$ cat config.mk
export PLATFORM = sky130hd
export DESIGN_NAME = efms_supervisor
export DESIGN_NICKNAME = d
export VERILOG_FILES = /design/src/rtl/efms_fuel_scale.v /design/src/rtl/efms_supervisor.v
export VERILOG_INCLUDE_DIRS = /design/src /design/src/include
export SDC_FILE = /design/constraint.sdc
export NUM_CORES = 1
export LEC_CHECK = 0
export BUFFER_PORTS_ARGS = -buffer_cell sky130_fd_sc_hd__buf_2
export CELL_PAD_IN_SITES_DETAIL_PLACEMENT = 2
export CELL_PAD_IN_SITES_GLOBAL_PLACEMENT = 2
export CORE_MARGIN = 8
export CORE_UTILIZATION = 34
export DETAILED_ROUTE_END_ITERATION = 8
export GPL_ROUTABILITY_DRIVEN = 0
export PLACE_DENSITY_LB_ADDON = 0.1
export SETUP_SLACK_MARGIN = 0.4
export SLEW_MARGIN = 15
export SYNTH_ARGS = -nofsm -noshare
export SYNTH_HDL_FRONTEND = slang
export SYNTH_SLANG_ARGS = --single-unit
$ cat constraint.sdc
create_clock -name clk_i -period 32.8 [get_ports clk_i]
set_input_delay 0 -clock clk_i [delete_from_list [all_inputs] [get_ports clk_i]]
set_output_delay 0 -clock clk_i [all_outputs]
set_load 0.01 [all_outputs]
$ cat src/include/efms_defines.vh
// Functional notes
// - pre-heat on below ON temperature, off above OFF temperature, when enabled
// - minimum-temperature function withholds load command until temperature exceeds set value
// - fuel level shown as percent, clamped between 0 and 110
// - calibration accepted only while config switch four is on
// - confirm on empty page stores float reading as zero point
// - confirm on full page stores full point and rescales fuel reading
// - pump and indicator on at 40 percent, off at 80 percent
// - reserve warning with buzzer at 10 percent; delayed lack alarm and stop at 5
// - all fuel thresholds are programmable settings
// - absent or open probe disables pump and hides fuel level
// - undervoltage with open-on-failure opens contactor and begins start cycle in the same clock
// - open-on-start option opens contactor at generator start instead
// - undervoltage clears only above minimum plus 30 volts
// - overvoltage starts generator; clears 15 volts below maximum
// - single-phase uses 20 volt and 10 volt hysteresis margins
// - threshold set beyond its programmable maximum disables that check
// - biphase monitors phases one and two; single-phase monitors phase one
// - optional phase-sequence check faults mains on wrong rotation, three-phase mode only
// - frequency limits min 35..55 Hz, max 51..75 Hz, each can be off
`ifndef EFMS_DEFINES_VH
`define EFMS_DEFINES_VH

// ---------------------------------------------------------------
// register offsets (byte addresses)
// ---------------------------------------------------------------
`define EFMS_CTRL_ADDR 8'h00
`define EFMS_TEMP_ADDR 8'h04
`define EFMS_FUEL_ADDR 8'h08
`define EFMS_VOLT_ADDR 8'h0C
`define EFMS_FREQ_ADDR 8'h10
`define EFMS_STAT_ADDR 8'h14
`define EFMS_CAL_ADDR 8'h18
`define EFMS_FDLY_ADDR 8'h1C

// ---------------------------------------------------------------
// control register bits
// ---------------------------------------------------------------
`define EFMS_C_PREHEAT 0
`define EFMS_C_MINTEMP 1
`define EFMS_C_ON_FAIL 2
`define EFMS_C_ON_START 3
`define EFMS_C_SEQ_EN 4
`define EFMS_C_MODE_LO 5
`define EFMS_C_MODE_HI 6
`define EFMS_C_BUZZ_EN 7
`define EFMS_C_CAL_EMPTY 8
`define EFMS_C_CAL_FULL 9

// mains configuration codes
`define EFMS_MODE_THREE 2'h0
`define EFMS_MODE_BI 2'h1
`define EFMS_MODE_SINGLE 2'h2

// ---------------------------------------------------------------
// reset values and limits
// ---------------------------------------------------------------
`define EFMS_CTRL_RST 32'h0000_0080
`define EFMS_TEMP_RST 32'h0000_3228
`define EFMS_FUEL_RST 32'h050A_2850
`define EFMS_VOLT_RST 32'h01B8_0140
`define EFMS_FREQ_RST 32'h0000_3F2D
`define EFMS_CAL_RST 32'h00FF_0000
`define EFMS_FDLY_RST 32'h0000_000A
`define EFMS_FUEL_MAX 8'h6E
`define EFMS_HYS_MIN3 10'h01E
`define EFMS_HYS_MAX3 10'h00F
`define EFMS_HYS_MIN1 10'h014
`define EFMS_HYS_MAX1 10'h00A
`define EFMS_VMIN_TOP 10'h190
`define EFMS_VMAX_TOP 10'h258
`define EFMS_VMIN_TOP1 10'h118
`define EFMS_VMAX_TOP1 10'h12C
`define EFMS_FMIN_TOP 8'h37
`define EFMS_FMAX_TOP 8'h4B
`define EFMS_FHYS 8'h01
`define EFMS_TICK_MS 1
`define EFMS_CLK_KHZ 200000

`endif

$ cat src/rtl/efms_fuel_scale.v
`timescale 1ns/1ps
// float reading to percent, clamped
module efms_fuel_scale #(
  parameter W = 8
) (
  input wire clk_i, // system clock
  input wire rst_i, // sync reset
  input wire en_i, // new sample strobe
  input wire [W-1:0] raw_i, // float reading
  input wire [W-1:0] empty_i, // zero point
  input wire [W-1:0] full_i, // full point
  output reg [7:0] pct_o, // fuel percent
  output reg valid_o // one-cycle result strobe
);
  `include "efms_defines.vh"

  reg [W-1:0] span;
  reg [W-1:0] ofs;
  reg [W+7:0] num;
  reg [W+7:0] quo;

  // ---------------------------------------------------------------
  // span and division
  // ---------------------------------------------------------------
  // combinational divide: slow but only once per sample
  always @* begin
    span = (full_i > empty_i) ? full_i - empty_i : {{(W-1){1'b0}}, 1'b1};
    ofs = (raw_i > empty_i) ? raw_i - empty_i : {W{1'b0}};
    num = ofs * 8'h64;
    quo = num / {8'h00, span};
  end

  // clamp at 110 percent
  always @(posedge clk_i) begin
    if (rst_i) begin
      pct_o <= 8'h00;
      valid_o <= 1'b0;
    end else begin
      valid_o <= en_i;
      if (en_i) begin
        if (quo > {{W{1'b0}}, `EFMS_FUEL_MAX})
          pct_o <= `EFMS_FUEL_MAX;
        else
          pct_o <= quo[7:0];
      end
    end
  end
endmodule // efms_fuel_scale

$ cat src/rtl/efms_supervisor.v
// Design decisions made here: the placing of the registers and register access over Wishbone.
`timescale 1ns/1ps
// engine, fuel and mains supervisor with wishbone register port
module efms_supervisor #(
  parameter LACK_TICKS = 200000 // unused; delay tick is TICK, 200000 cycles (1 ms)
) (
  input wire clk_i, // system clock 200 MHz
  input wire rst_i, // sync reset, active high
  // wishbone classic slave
  input wire [7:0] wb_adr_i, // byte address
  input wire [31:0] wb_dat_i, // write data
  input wire [3:0] wb_sel_i, // byte lanes
  input wire wb_we_i, // write
  input wire wb_cyc_i, // cycle
  input wire wb_stb_i, // strobe
  output reg [31:0] wb_dat_o, // read data
  output reg wb_ack_o, // acknowledge
  // measurements
  input wire sample_i, // new measurement set
  input wire [7:0] temp_i, // engine temp, deg C
  input wire temp_ok_i, // temp probe present
  input wire [7:0] float_i, // float raw reading
  input wire probe_ok_i, // fuel probe present and closed
  input wire [9:0] v_l1_i, // phase 1 volts
  input wire [9:0] v_l2_i, // phase 2 volts
  input wire [9:0] v_l3_i, // phase 3 volts
  input wire [7:0] freq_i, // mains Hz
  input wire seq_ok_i, // phases arrive L1-L2-L3
  input wire cfg_sw4_i, // config switch 4
  input wire confirm_i, // confirm key pulse
  input wire gen_run_i, // generator running
  // outputs
  output reg preheat_o, // pre-heating command
  output reg load_en_o, // generator load command
  output reg pump_o, // fuel pump and indicator
  output reg reserve_o, // reserve warning
  output reg buzzer_o, // buzzer
  output reg lack_alarm_o, // lack-of-fuel alarm
  output reg gen_stop_o, // stop generator
  output reg mains_contactor_o, // mains contactor closed
  output reg gen_start_o, // begin start cycle
  output reg [7:0] fuel_pct_o, // displayed fuel percent
  output reg fuel_show_o // fuel display valid
);
  `include "efms_defines.vh"

  localparam [31:0] TICK = `EFMS_TICK_MS * `EFMS_CLK_KHZ;

  // ---------------------------------------------------------------
  // registers
  // ---------------------------------------------------------------
  reg [31:0] ctrl_reg;
  reg [31:0] temp_reg; // [7:0] on, [15:8] off, [23:16] min
  reg [31:0] fuel_reg; // stop, start, reserve, lack
  reg [31:0] volt_reg; // [9:0] min, [25:16] max
  reg [31:0] freq_reg; // [7:0] min, [15:8] max
  reg [31:0] cal_reg; // [7:0] empty, [23:16] full
  reg [31:0] fdly_reg; // lack delay ticks
  reg preheat_reg, minlow_reg, pump_reg, res_reg, lack_reg;
  reg uv_reg, ov_reg, uf_reg, of_reg;
  reg [15:0] lack_cnt_reg;
  reg [31:0] tick_cnt_reg;
  reg cal_empty_reg, cal_full_reg;
  reg samp_d_reg;

  wire [7:0] pct;
  wire pct_v;
  wire [1:0] mode = ctrl_reg[`EFMS_C_MODE_HI:`EFMS_C_MODE_LO];
  wire single = (mode == `EFMS_MODE_SINGLE);
  wire wb_req = wb_cyc_i & wb_stb_i & ~wb_ack_o;

  // byte-lane merge used by every writable register
  function [31:0] merge;
    input [31:0] old;
    input [31:0] nw;
    input [3:0] sel;
    integer i;
    begin
      merge = old;
      for (i = 0; i < 4; i = i + 1)
        if (sel[i])
          merge[i*8 +: 8] = nw[i*8 +: 8];
    end
  endfunction

  // ---------------------------------------------------------------
  // wishbone slave: one wait-free ack, next cycle
  // ---------------------------------------------------------------
  always @(posedge clk_i) begin
    if (rst_i) begin
      wb_ack_o <= 1'b0;
      wb_dat_o <= 32'h0000_0000;
      ctrl_reg <= `EFMS_CTRL_RST;
      temp_reg <= `EFMS_TEMP_RST;
      fuel_reg <= `EFMS_FUEL_RST;
      volt_reg <= `EFMS_VOLT_RST;
      freq_reg <= `EFMS_FREQ_RST;
      fdly_reg <= `EFMS_FDLY_RST;
    end else begin
      wb_ack_o <= wb_req;
      if (wb_req && wb_we_i) begin
        if (wb_adr_i == `EFMS_CTRL_ADDR)
          ctrl_reg <= merge(ctrl_reg, wb_dat_i, wb_sel_i);
        else if (wb_adr_i == `EFMS_TEMP_ADDR)
          temp_reg <= merge(temp_reg, wb_dat_i, wb_sel_i);
        else if (wb_adr_i == `EFMS_FUEL_ADDR)
          fuel_reg <= merge(fuel_reg, wb_dat_i, wb_sel_i);
        else if (wb_adr_i == `EFMS_VOLT_ADDR)
          volt_reg <= merge(volt_reg, wb_dat_i, wb_sel_i);
        else if (wb_adr_i == `EFMS_FREQ_ADDR)
          freq_reg <= merge(freq_reg, wb_dat_i, wb_sel_i);
        else if (wb_adr_i == `EFMS_FDLY_ADDR)
          fdly_reg <= merge(fdly_reg, wb_dat_i, wb_sel_i);
      end
      if (wb_req && !wb_we_i) begin
        if (wb_adr_i == `EFMS_CTRL_ADDR)
          wb_dat_o <= ctrl_reg;
        else if (wb_adr_i == `EFMS_TEMP_ADDR)
          wb_dat_o <= temp_reg;
        else if (wb_adr_i == `EFMS_FUEL_ADDR)
          wb_dat_o <= fuel_reg;
        else if (wb_adr_i == `EFMS_VOLT_ADDR)
          wb_dat_o <= volt_reg;
        else if (wb_adr_i == `EFMS_FREQ_ADDR)
          wb_dat_o <= freq_reg;
        else if (wb_adr_i == `EFMS_STAT_ADDR)
          wb_dat_o <= {16'h0000, fuel_pct_o, uv_reg, ov_reg, uf_reg,
            of_reg, lack_reg, res_reg, pump_reg, preheat_reg};
        else if (wb_adr_i == `EFMS_CAL_ADDR)
          wb_dat_o <= cal_reg;
        else if (wb_adr_i == `EFMS_FDLY_ADDR)
          wb_dat_o <= fdly_reg;
        else
          wb_dat_o <= 32'h0000_0000; // unmapped reads zero
      end
    end
  end

  // ---------------------------------------------------------------
  // fuel float calibration
  // ---------------------------------------------------------------
  // page selected in ctrl; confirm key only counts with switch 4 on
  always @(posedge clk_i) begin
    if (rst_i) begin
      cal_reg <= `EFMS_CAL_RST;
      cal_empty_reg <= 1'b0;
      cal_full_reg <= 1'b0;
    end else begin
      cal_empty_reg <= cfg_sw4_i & ctrl_reg[`EFMS_C_CAL_EMPTY];
      cal_full_reg <= cfg_sw4_i & ctrl_reg[`EFMS_C_CAL_FULL];
      if (confirm_i && cal_empty_reg)
        cal_reg[7:0] <= float_i;
      else if (confirm_i && cal_full_reg)
        cal_reg[23:16] <= float_i;
    end
  end

  efms_fuel_scale #(
    .W(8)
  ) u_scale (
    .clk_i(clk_i),
    .rst_i(rst_i),
    .en_i(sample_i),
    .raw_i(float_i),
    .empty_i(cal_reg[7:0]),
    .full_i(cal_reg[23:16]),
    .pct_o(pct),
    .valid_o(pct_v)
  );

  // ---------------------------------------------------------------
  // hysteresis evaluation, once per sample
  // ---------------------------------------------------------------
  reg [9:0] vlo, vhi, hmin, hmax, vmin, vmax, vtopmin, vtopmax;
  reg vmin_on, vmax_on, fmin_on, fmax_on;
  always @* begin
    vmin = volt_reg[9:0];
    vmax = volt_reg[25:16];
    hmin = single ? `EFMS_HYS_MIN1 : `EFMS_HYS_MIN3;
    hmax = single ? `EFMS_HYS_MAX1 : `EFMS_HYS_MAX3;
    vtopmin = single ? `EFMS_VMIN_TOP1 : `EFMS_VMIN_TOP;
    vtopmax = single ? `EFMS_VMAX_TOP1 : `EFMS_VMAX_TOP;
    vmin_on = (vmin <= vtopmin);
    vmax_on = (vmax <= vtopmax);
    fmin_on = (freq_reg[7:0] <= `EFMS_FMIN_TOP);
    fmax_on = (freq_reg[15:8] <= `EFMS_FMAX_TOP);
    // worst phase among the monitored inputs
    vlo = v_l1_i;
    vhi = v_l1_i;
    if (mode != `EFMS_MODE_SINGLE) begin
      if (v_l2_i < vlo) vlo = v_l2_i;
      if (v_l2_i > vhi) vhi = v_l2_i;
    end
    if (mode == `EFMS_MODE_THREE) begin
      if (v_l3_i < vlo) vlo = v_l3_i;
      if (v_l3_i > vhi) vhi = v_l3_i;
    end
  end

  always @(posedge clk_i) begin
    if (rst_i) begin
      uv_reg <= 1'b0;
      ov_reg <= 1'b0;
      uf_reg <= 1'b0;
      of_reg <= 1'b0;
      preheat_reg <= 1'b0;
      minlow_reg <= 1'b0;
      samp_d_reg <= 1'b0;
    end else begin
      samp_d_reg <= sample_i;
      if (sample_i) begin
        if (!vmin_on) uv_reg <= 1'b0;
        else if (vlo < vmin) uv_reg <= 1'b1;
        else if (vlo > vmin + hmin) uv_reg <= 1'b0;
        if (!vmax_on) ov_reg <= 1'b0;
        else if (vhi > vmax) ov_reg <= 1'b1;
        else if (vhi < vmax - hmax) ov_reg <= 1'b0;
        if (!fmin_on) uf_reg <= 1'b0;
        else if (freq_i < freq_reg[7:0]) uf_reg <= 1'b1;
        else if (freq_i > freq_reg[7:0] + `EFMS_FHYS) uf_reg <= 1'b0;
        if (!fmax_on) of_reg <= 1'b0;
        else if (freq_i > freq_reg[15:8]) of_reg <= 1'b1;
        else if (freq_i < freq_reg[15:8] - `EFMS_FHYS) of_reg <= 1'b0;
        // pre-heat off when running or above OFF level
        if (!ctrl_reg[`EFMS_C_PREHEAT] || !temp_ok_i || gen_run_i)
          preheat_reg <= 1'b0;
        else if (temp_i < temp_reg[7:0]) preheat_reg <= 1'b1;
        else if (temp_i > temp_reg[15:8]) preheat_reg <= 1'b0;
        if (!ctrl_reg[`EFMS_C_MINTEMP] || !temp_ok_i)
          minlow_reg <= 1'b0;
        else if (temp_i < temp_reg[23:16]) minlow_reg <= 1'b1;
        else if (temp_i > temp_reg[23:16]) minlow_reg <= 1'b0;
      end
    end
  end

  wire seq_bad = ctrl_reg[`EFMS_C_SEQ_EN] && (mode == `EFMS_MODE_THREE)
    && !seq_ok_i;
  wire mains_bad = uv_reg | ov_reg | uf_reg | of_reg | seq_bad;

  // ---------------------------------------------------------------
  // fuel thresholds; pct_v follows sample by one cycle
  // ---------------------------------------------------------------
  always @(posedge clk_i) begin
    if (rst_i) begin
      pump_reg <= 1'b0;
      res_reg <= 1'b0;
      lack_reg <= 1'b0;
    end else if (!probe_ok_i) begin
      pump_reg <= 1'b0;
      res_reg <= 1'b0;
    end else if (pct_v) begin
      if (pct <= fuel_reg[15:8]) pump_reg <= 1'b1;
      else if (pct >= fuel_reg[7:0]) pump_reg <= 1'b0;
      res_reg <= (pct <= fuel_reg[23:16]);
    end
  end

  // lack alarm after programmed delay; latches until reset
  always @(posedge clk_i) begin
    if (rst_i) begin
      lack_cnt_reg <= 16'h0000;
      tick_cnt_reg <= 32'h0000_0000;
    end else if (!probe_ok_i || pct > fuel_reg[31:24]) begin
      lack_cnt_reg <= 16'h0000;
      tick_cnt_reg <= 32'h0000_0000;
    end else if (tick_cnt_reg >= TICK - 32'h1) begin
      tick_cnt_reg <= 32'h0000_0000;
      if (lack_cnt_reg < fdly_reg[15:0])
        lack_cnt_reg <= lack_cnt_reg + 16'h0001;
    end else begin
      tick_cnt_reg <= tick_cnt_reg + 32'h1;
    end
  end

  always @(posedge clk_i) begin
    if (rst_i)
      lack_reg <= 1'b0;
    else if (probe_ok_i && pct <= fuel_reg[31:24]
        && lack_cnt_reg >= fdly_reg[15:0])
      lack_reg <= 1'b1;
  end

  // ---------------------------------------------------------------
  // registered outputs
  // ---------------------------------------------------------------
  always @(posedge clk_i) begin
    if (rst_i) begin
      preheat_o <= 1'b0;
      load_en_o <= 1'b0;
      pump_o <= 1'b0;
      reserve_o <= 1'b0;
      buzzer_o <= 1'b0;
      lack_alarm_o <= 1'b0;
      gen_stop_o <= 1'b0;
      mains_contactor_o <= 1'b1;
      gen_start_o <= 1'b0;
      fuel_pct_o <= 8'h00;
      fuel_show_o <= 1'b0;
    end else begin
      preheat_o <= preheat_reg;
      load_en_o <= gen_run_i & ~minlow_reg & ~lack_reg;
      pump_o <= pump_reg & probe_ok_i;
      reserve_o <= res_reg;
      buzzer_o <= res_reg & ctrl_reg[`EFMS_C_BUZZ_EN];
      lack_alarm_o <= lack_reg;
      gen_stop_o <= lack_reg;
      gen_start_o <= mains_bad & ~lack_reg;
      // contactor opening point by option
      if (!mains_bad)
        mains_contactor_o <= 1'b1;
      else if (ctrl_reg[`EFMS_C_ON_FAIL])
        mains_contactor_o <= 1'b0;
      else if (ctrl_reg[`EFMS_C_ON_START] && gen_start_o)
        mains_contactor_o <= 1'b0;
      fuel_show_o <= probe_ok_i;
      fuel_pct_o <= probe_ok_i ? pct : 8'h00;
    end
  end
endmodule // efms_supervisor

==> flow_summary.ini <==
[outcome]
status = finished with violations
violations = setup timing

[logic_synthesis]
postSynthAreaPerCell_um2 = 7.78
synth-async-reset-ratio = 0
yosysUniqueCellTypes = 107
syn_inst = 3032
synth_edf_count = 0
yosysSeqAreaShare = 0.234
yosysWarnings = 2
synth_area_mm2 = 0.0236
ys_dominant_reg_cell = dfxtp_1
synth-seq-cells = 276

[critical_path]
crit_type = reg -> reg
timing.rr.start = cal_reg[0]
slowest_delay_ns = 0.55
critPathLaunchType = flip-flop
path_common_cell = o21a_1
arrival_ns = 35.69
reg2reg_depth = 181
cp-end-kind = flip-flop
reg2reg_to = u_scale.pct_o[6]
critPathLaunch = cal_reg[0]
critPathSlowestCell = or4_4
r2r_setup_slack_ns = -2.54
worstPathRequired_ns = 33.14
critPathMaxFanout = 10

[drt]
postRouteAntennaNets = 0
drc = 0
wl_per_cell_um = 27.8
dr.pass1.iters = 8
vias_per_cell = 6.00
routed_wl_mm = 124
drtIter0Drc = 1501
route.vias.total = 26700

[cts]
clock-sinks = 276
cts_made_buffers = 34
cts_tree = yes
cts_root_buf = clkbuf_16
clk_latency_ns = 0.54
clkTransAtPathRegs_ns = 0.06
htreeDepth = 2
clockBufferDepth = 3

[global_routing]
grt_max_degree = 77
gr-total-overflow = 0
grt_pass1_wl_mm = 172
grt_use_total = 0.276
grt_pass1_vias = 28900
grt_antenna_before_repair = 2

[power]
p_total_mw = 2.35
power_density_mw_per_mm2 = 76.6
power_frac_seq = 0.150
clkPwrFrac = 0.161
sw_frac_of_total = 0.467
pwr-share-comb = 0.690
internal_power_mw = 1.25
switching_power_mw = 1.10
leakagePower_nw = 13.5
ir_drop_v = 0.0000602

[cells_and_area]
drive_gt1_frac = 0.233
area_delta_synth_final_pct = 30.0
final_nets = 3920
utilization = 0.447

[die]
placementRows = 96
die-area_mm2 = 0.0781
die_y_um = 279
start_util = 0.344
core_area_mm2 = 0.0687
pin_count = 161
die_w_um = 279

[hold_path]
hold_class = in -> reg
min_to = fuel_show_o
hold_depth = 2
min-delay-start = probe_ok_i

[sta]
worst_pin_slew_ns = 1.20
setup_viol = 5
min_period_ns = 35.34
setup_ws_ns = -2.54
fmax_ghz = 0.0283
slew_viol_final = 0
clock_skew_ns = 0.0277
rsz0062_at_grt = true
max_slew_margin = 0.178
finalHoldViolations = 0
timing.final.crit_share = 1.08

[placed_design]
portBuffers = 158
pre_cts_ws_ns = -2.25
dp.final_hpwl_mm = 81.3

[flow_run]
max_cap_viol_count = 0
==> power groups by stage <==
stage / sequential [mW] / combinational (mW) / clock [mW]
final: 0.352 / 1.62 / 0.377
after global routing: 0.352 / 1.70 / 0.394
after global placement: 0.359 / 1.14 / 0
after CTS: 0.352 / 1.36 / 0.381
after floorplan: 0.354 / 0.877 / 0
after detailed placement: 0.360 / 1.20 / 0
==> cells in the mapped netlist, types with 47 or more instances <==
master    instances  area share
a21oi_1         276       0.059
mux2i_1         137       0.058
o211ai_1         53       0.017
xnor2_1          49       0.018
nand3_1         116       0.025
ha_1            306        0.16
dfxtp_1         276        0.23
nor2b_1          47       0.012
inv_1           154       0.024
o21ai_0         150       0.032
nand2_1         338       0.054
o21a_1           70       0.022
clkbuf_1         97       0.015
nor2_1          260       0.041
a21o_1           54       0.017
nor3_1           86       0.018
==> kinds of logic (layout without fill, tap and decap cells) <==
family                     Yosys count  count (layout)  share of synthesized area
muxes                              165             165                     0.0715
and+or+nand+nor                   1069            1070                      0.216
other                                1               4                   0.000159
AOI/OAI and AO/OA                  859             859                      0.238
buffers and inverters              280             764                     0.0470
DFF                                276             276                      0.234
xor gates and xnor gates            70              70                     0.0260
adders and majority gates          312             312                      0.167
==> per-layer routing <==
layer / track usage / wire length [um] / up-vias
li1: - / - / 12000
met1: 0.313 / 48500 / 13500
met2: 0.524 / 62700 / 839
met3: 0.0234 / 4970 / 387
met4: 0.117 / 7350 / 0
met5: 0 / 0 / -
==> stage by stage <==
stage / instance area [um^2] / TNS (ns) / hold WS, ns / instances
floorplan: 24300 / -0.0284 / 0.124 / 3033
global placement: 26700 / -0.711 / 0.288 / 4145
detailed placement: 26700 / -8.09 / 0.295 / 4145
CTS: 29700 / -0.620 / 0.0177 / 4381
global route: 30700 / -15.14 / 0.0451 / 4451
finish: 30700 / -9.42 / 0.0250 / 4451
==> layout make-up <==
| cell class | instances | area (um^2) |
|---|---|---|
| fill | 7741 | 38000 |
| multi-input combinational | 2478 | 18400 |
| sequential | 276 | 5540 |
| timing repair buffer | 552 | 3970 |
| tap | 931 | 1160 |
| clock buffer | 48 | 975 |
| inverter | 156 | 588 |
| clock inverter | 8 | 93.8 |
| antenna | 2 | 5.00 |
==> worst max path at each step <==
stage	end	slack, ns	cells past startpoint
floorplan	u_scale.pct_o[5]	-0.01	191
global placement	u_scale.pct_o[5]	-0.25	175
detailed placement	u_scale.pct_o[6]	-2.25	177
CTS	u_scale.pct_o[6]	-0.27	179
global route	u_scale.pct_o[6]	-3.72	182
finish	u_scale.pct_o[6]	-2.54	181
==> worst max-delay path, delay by kind of cell, from the launching register on <==
kind / cells / cell delay (ns)
buffers and inverters: 10 / 1.47
multiplexers: 4 / 1.07
flip-flops: 1 / 0.36
AND/OR/NAND/NOR: 48 / 8.76
adder cells (fa/ha/maj): 22 / 6.08
AO/OA/AOI/OAI: 97 / 17.37
==> layout by cell type (no fill, tap or decap), types with 53 or more instances in the layout <==
master	netlist	layout
nand2_1	338	326
buf_4	3	325
dfxtp_1	276	271
ha_1	306	267
a21oi_1	276	247
nor2_1	260	234
buf_2	8	156
inv_1	154	143
mux2i_1	137	137
o21ai_0	150	132
nand3_1	116	112
nor3_1	86	81
o21a_1	70	67
dlygate4sd3_1	0	59
a21o_1	54	54
o211ai_1	53	53
==> repair_timing <==
item	CTS	global route
endpoints found under the hold margin	231	0
cloned	2	0
setup endpoints to repair	5	5
setup buffers	119	68
pin swaps	126	123
hold buffers	59	0
gates resized for setup	79	81
Note: power is estimated with default switching activity, not from simulation.
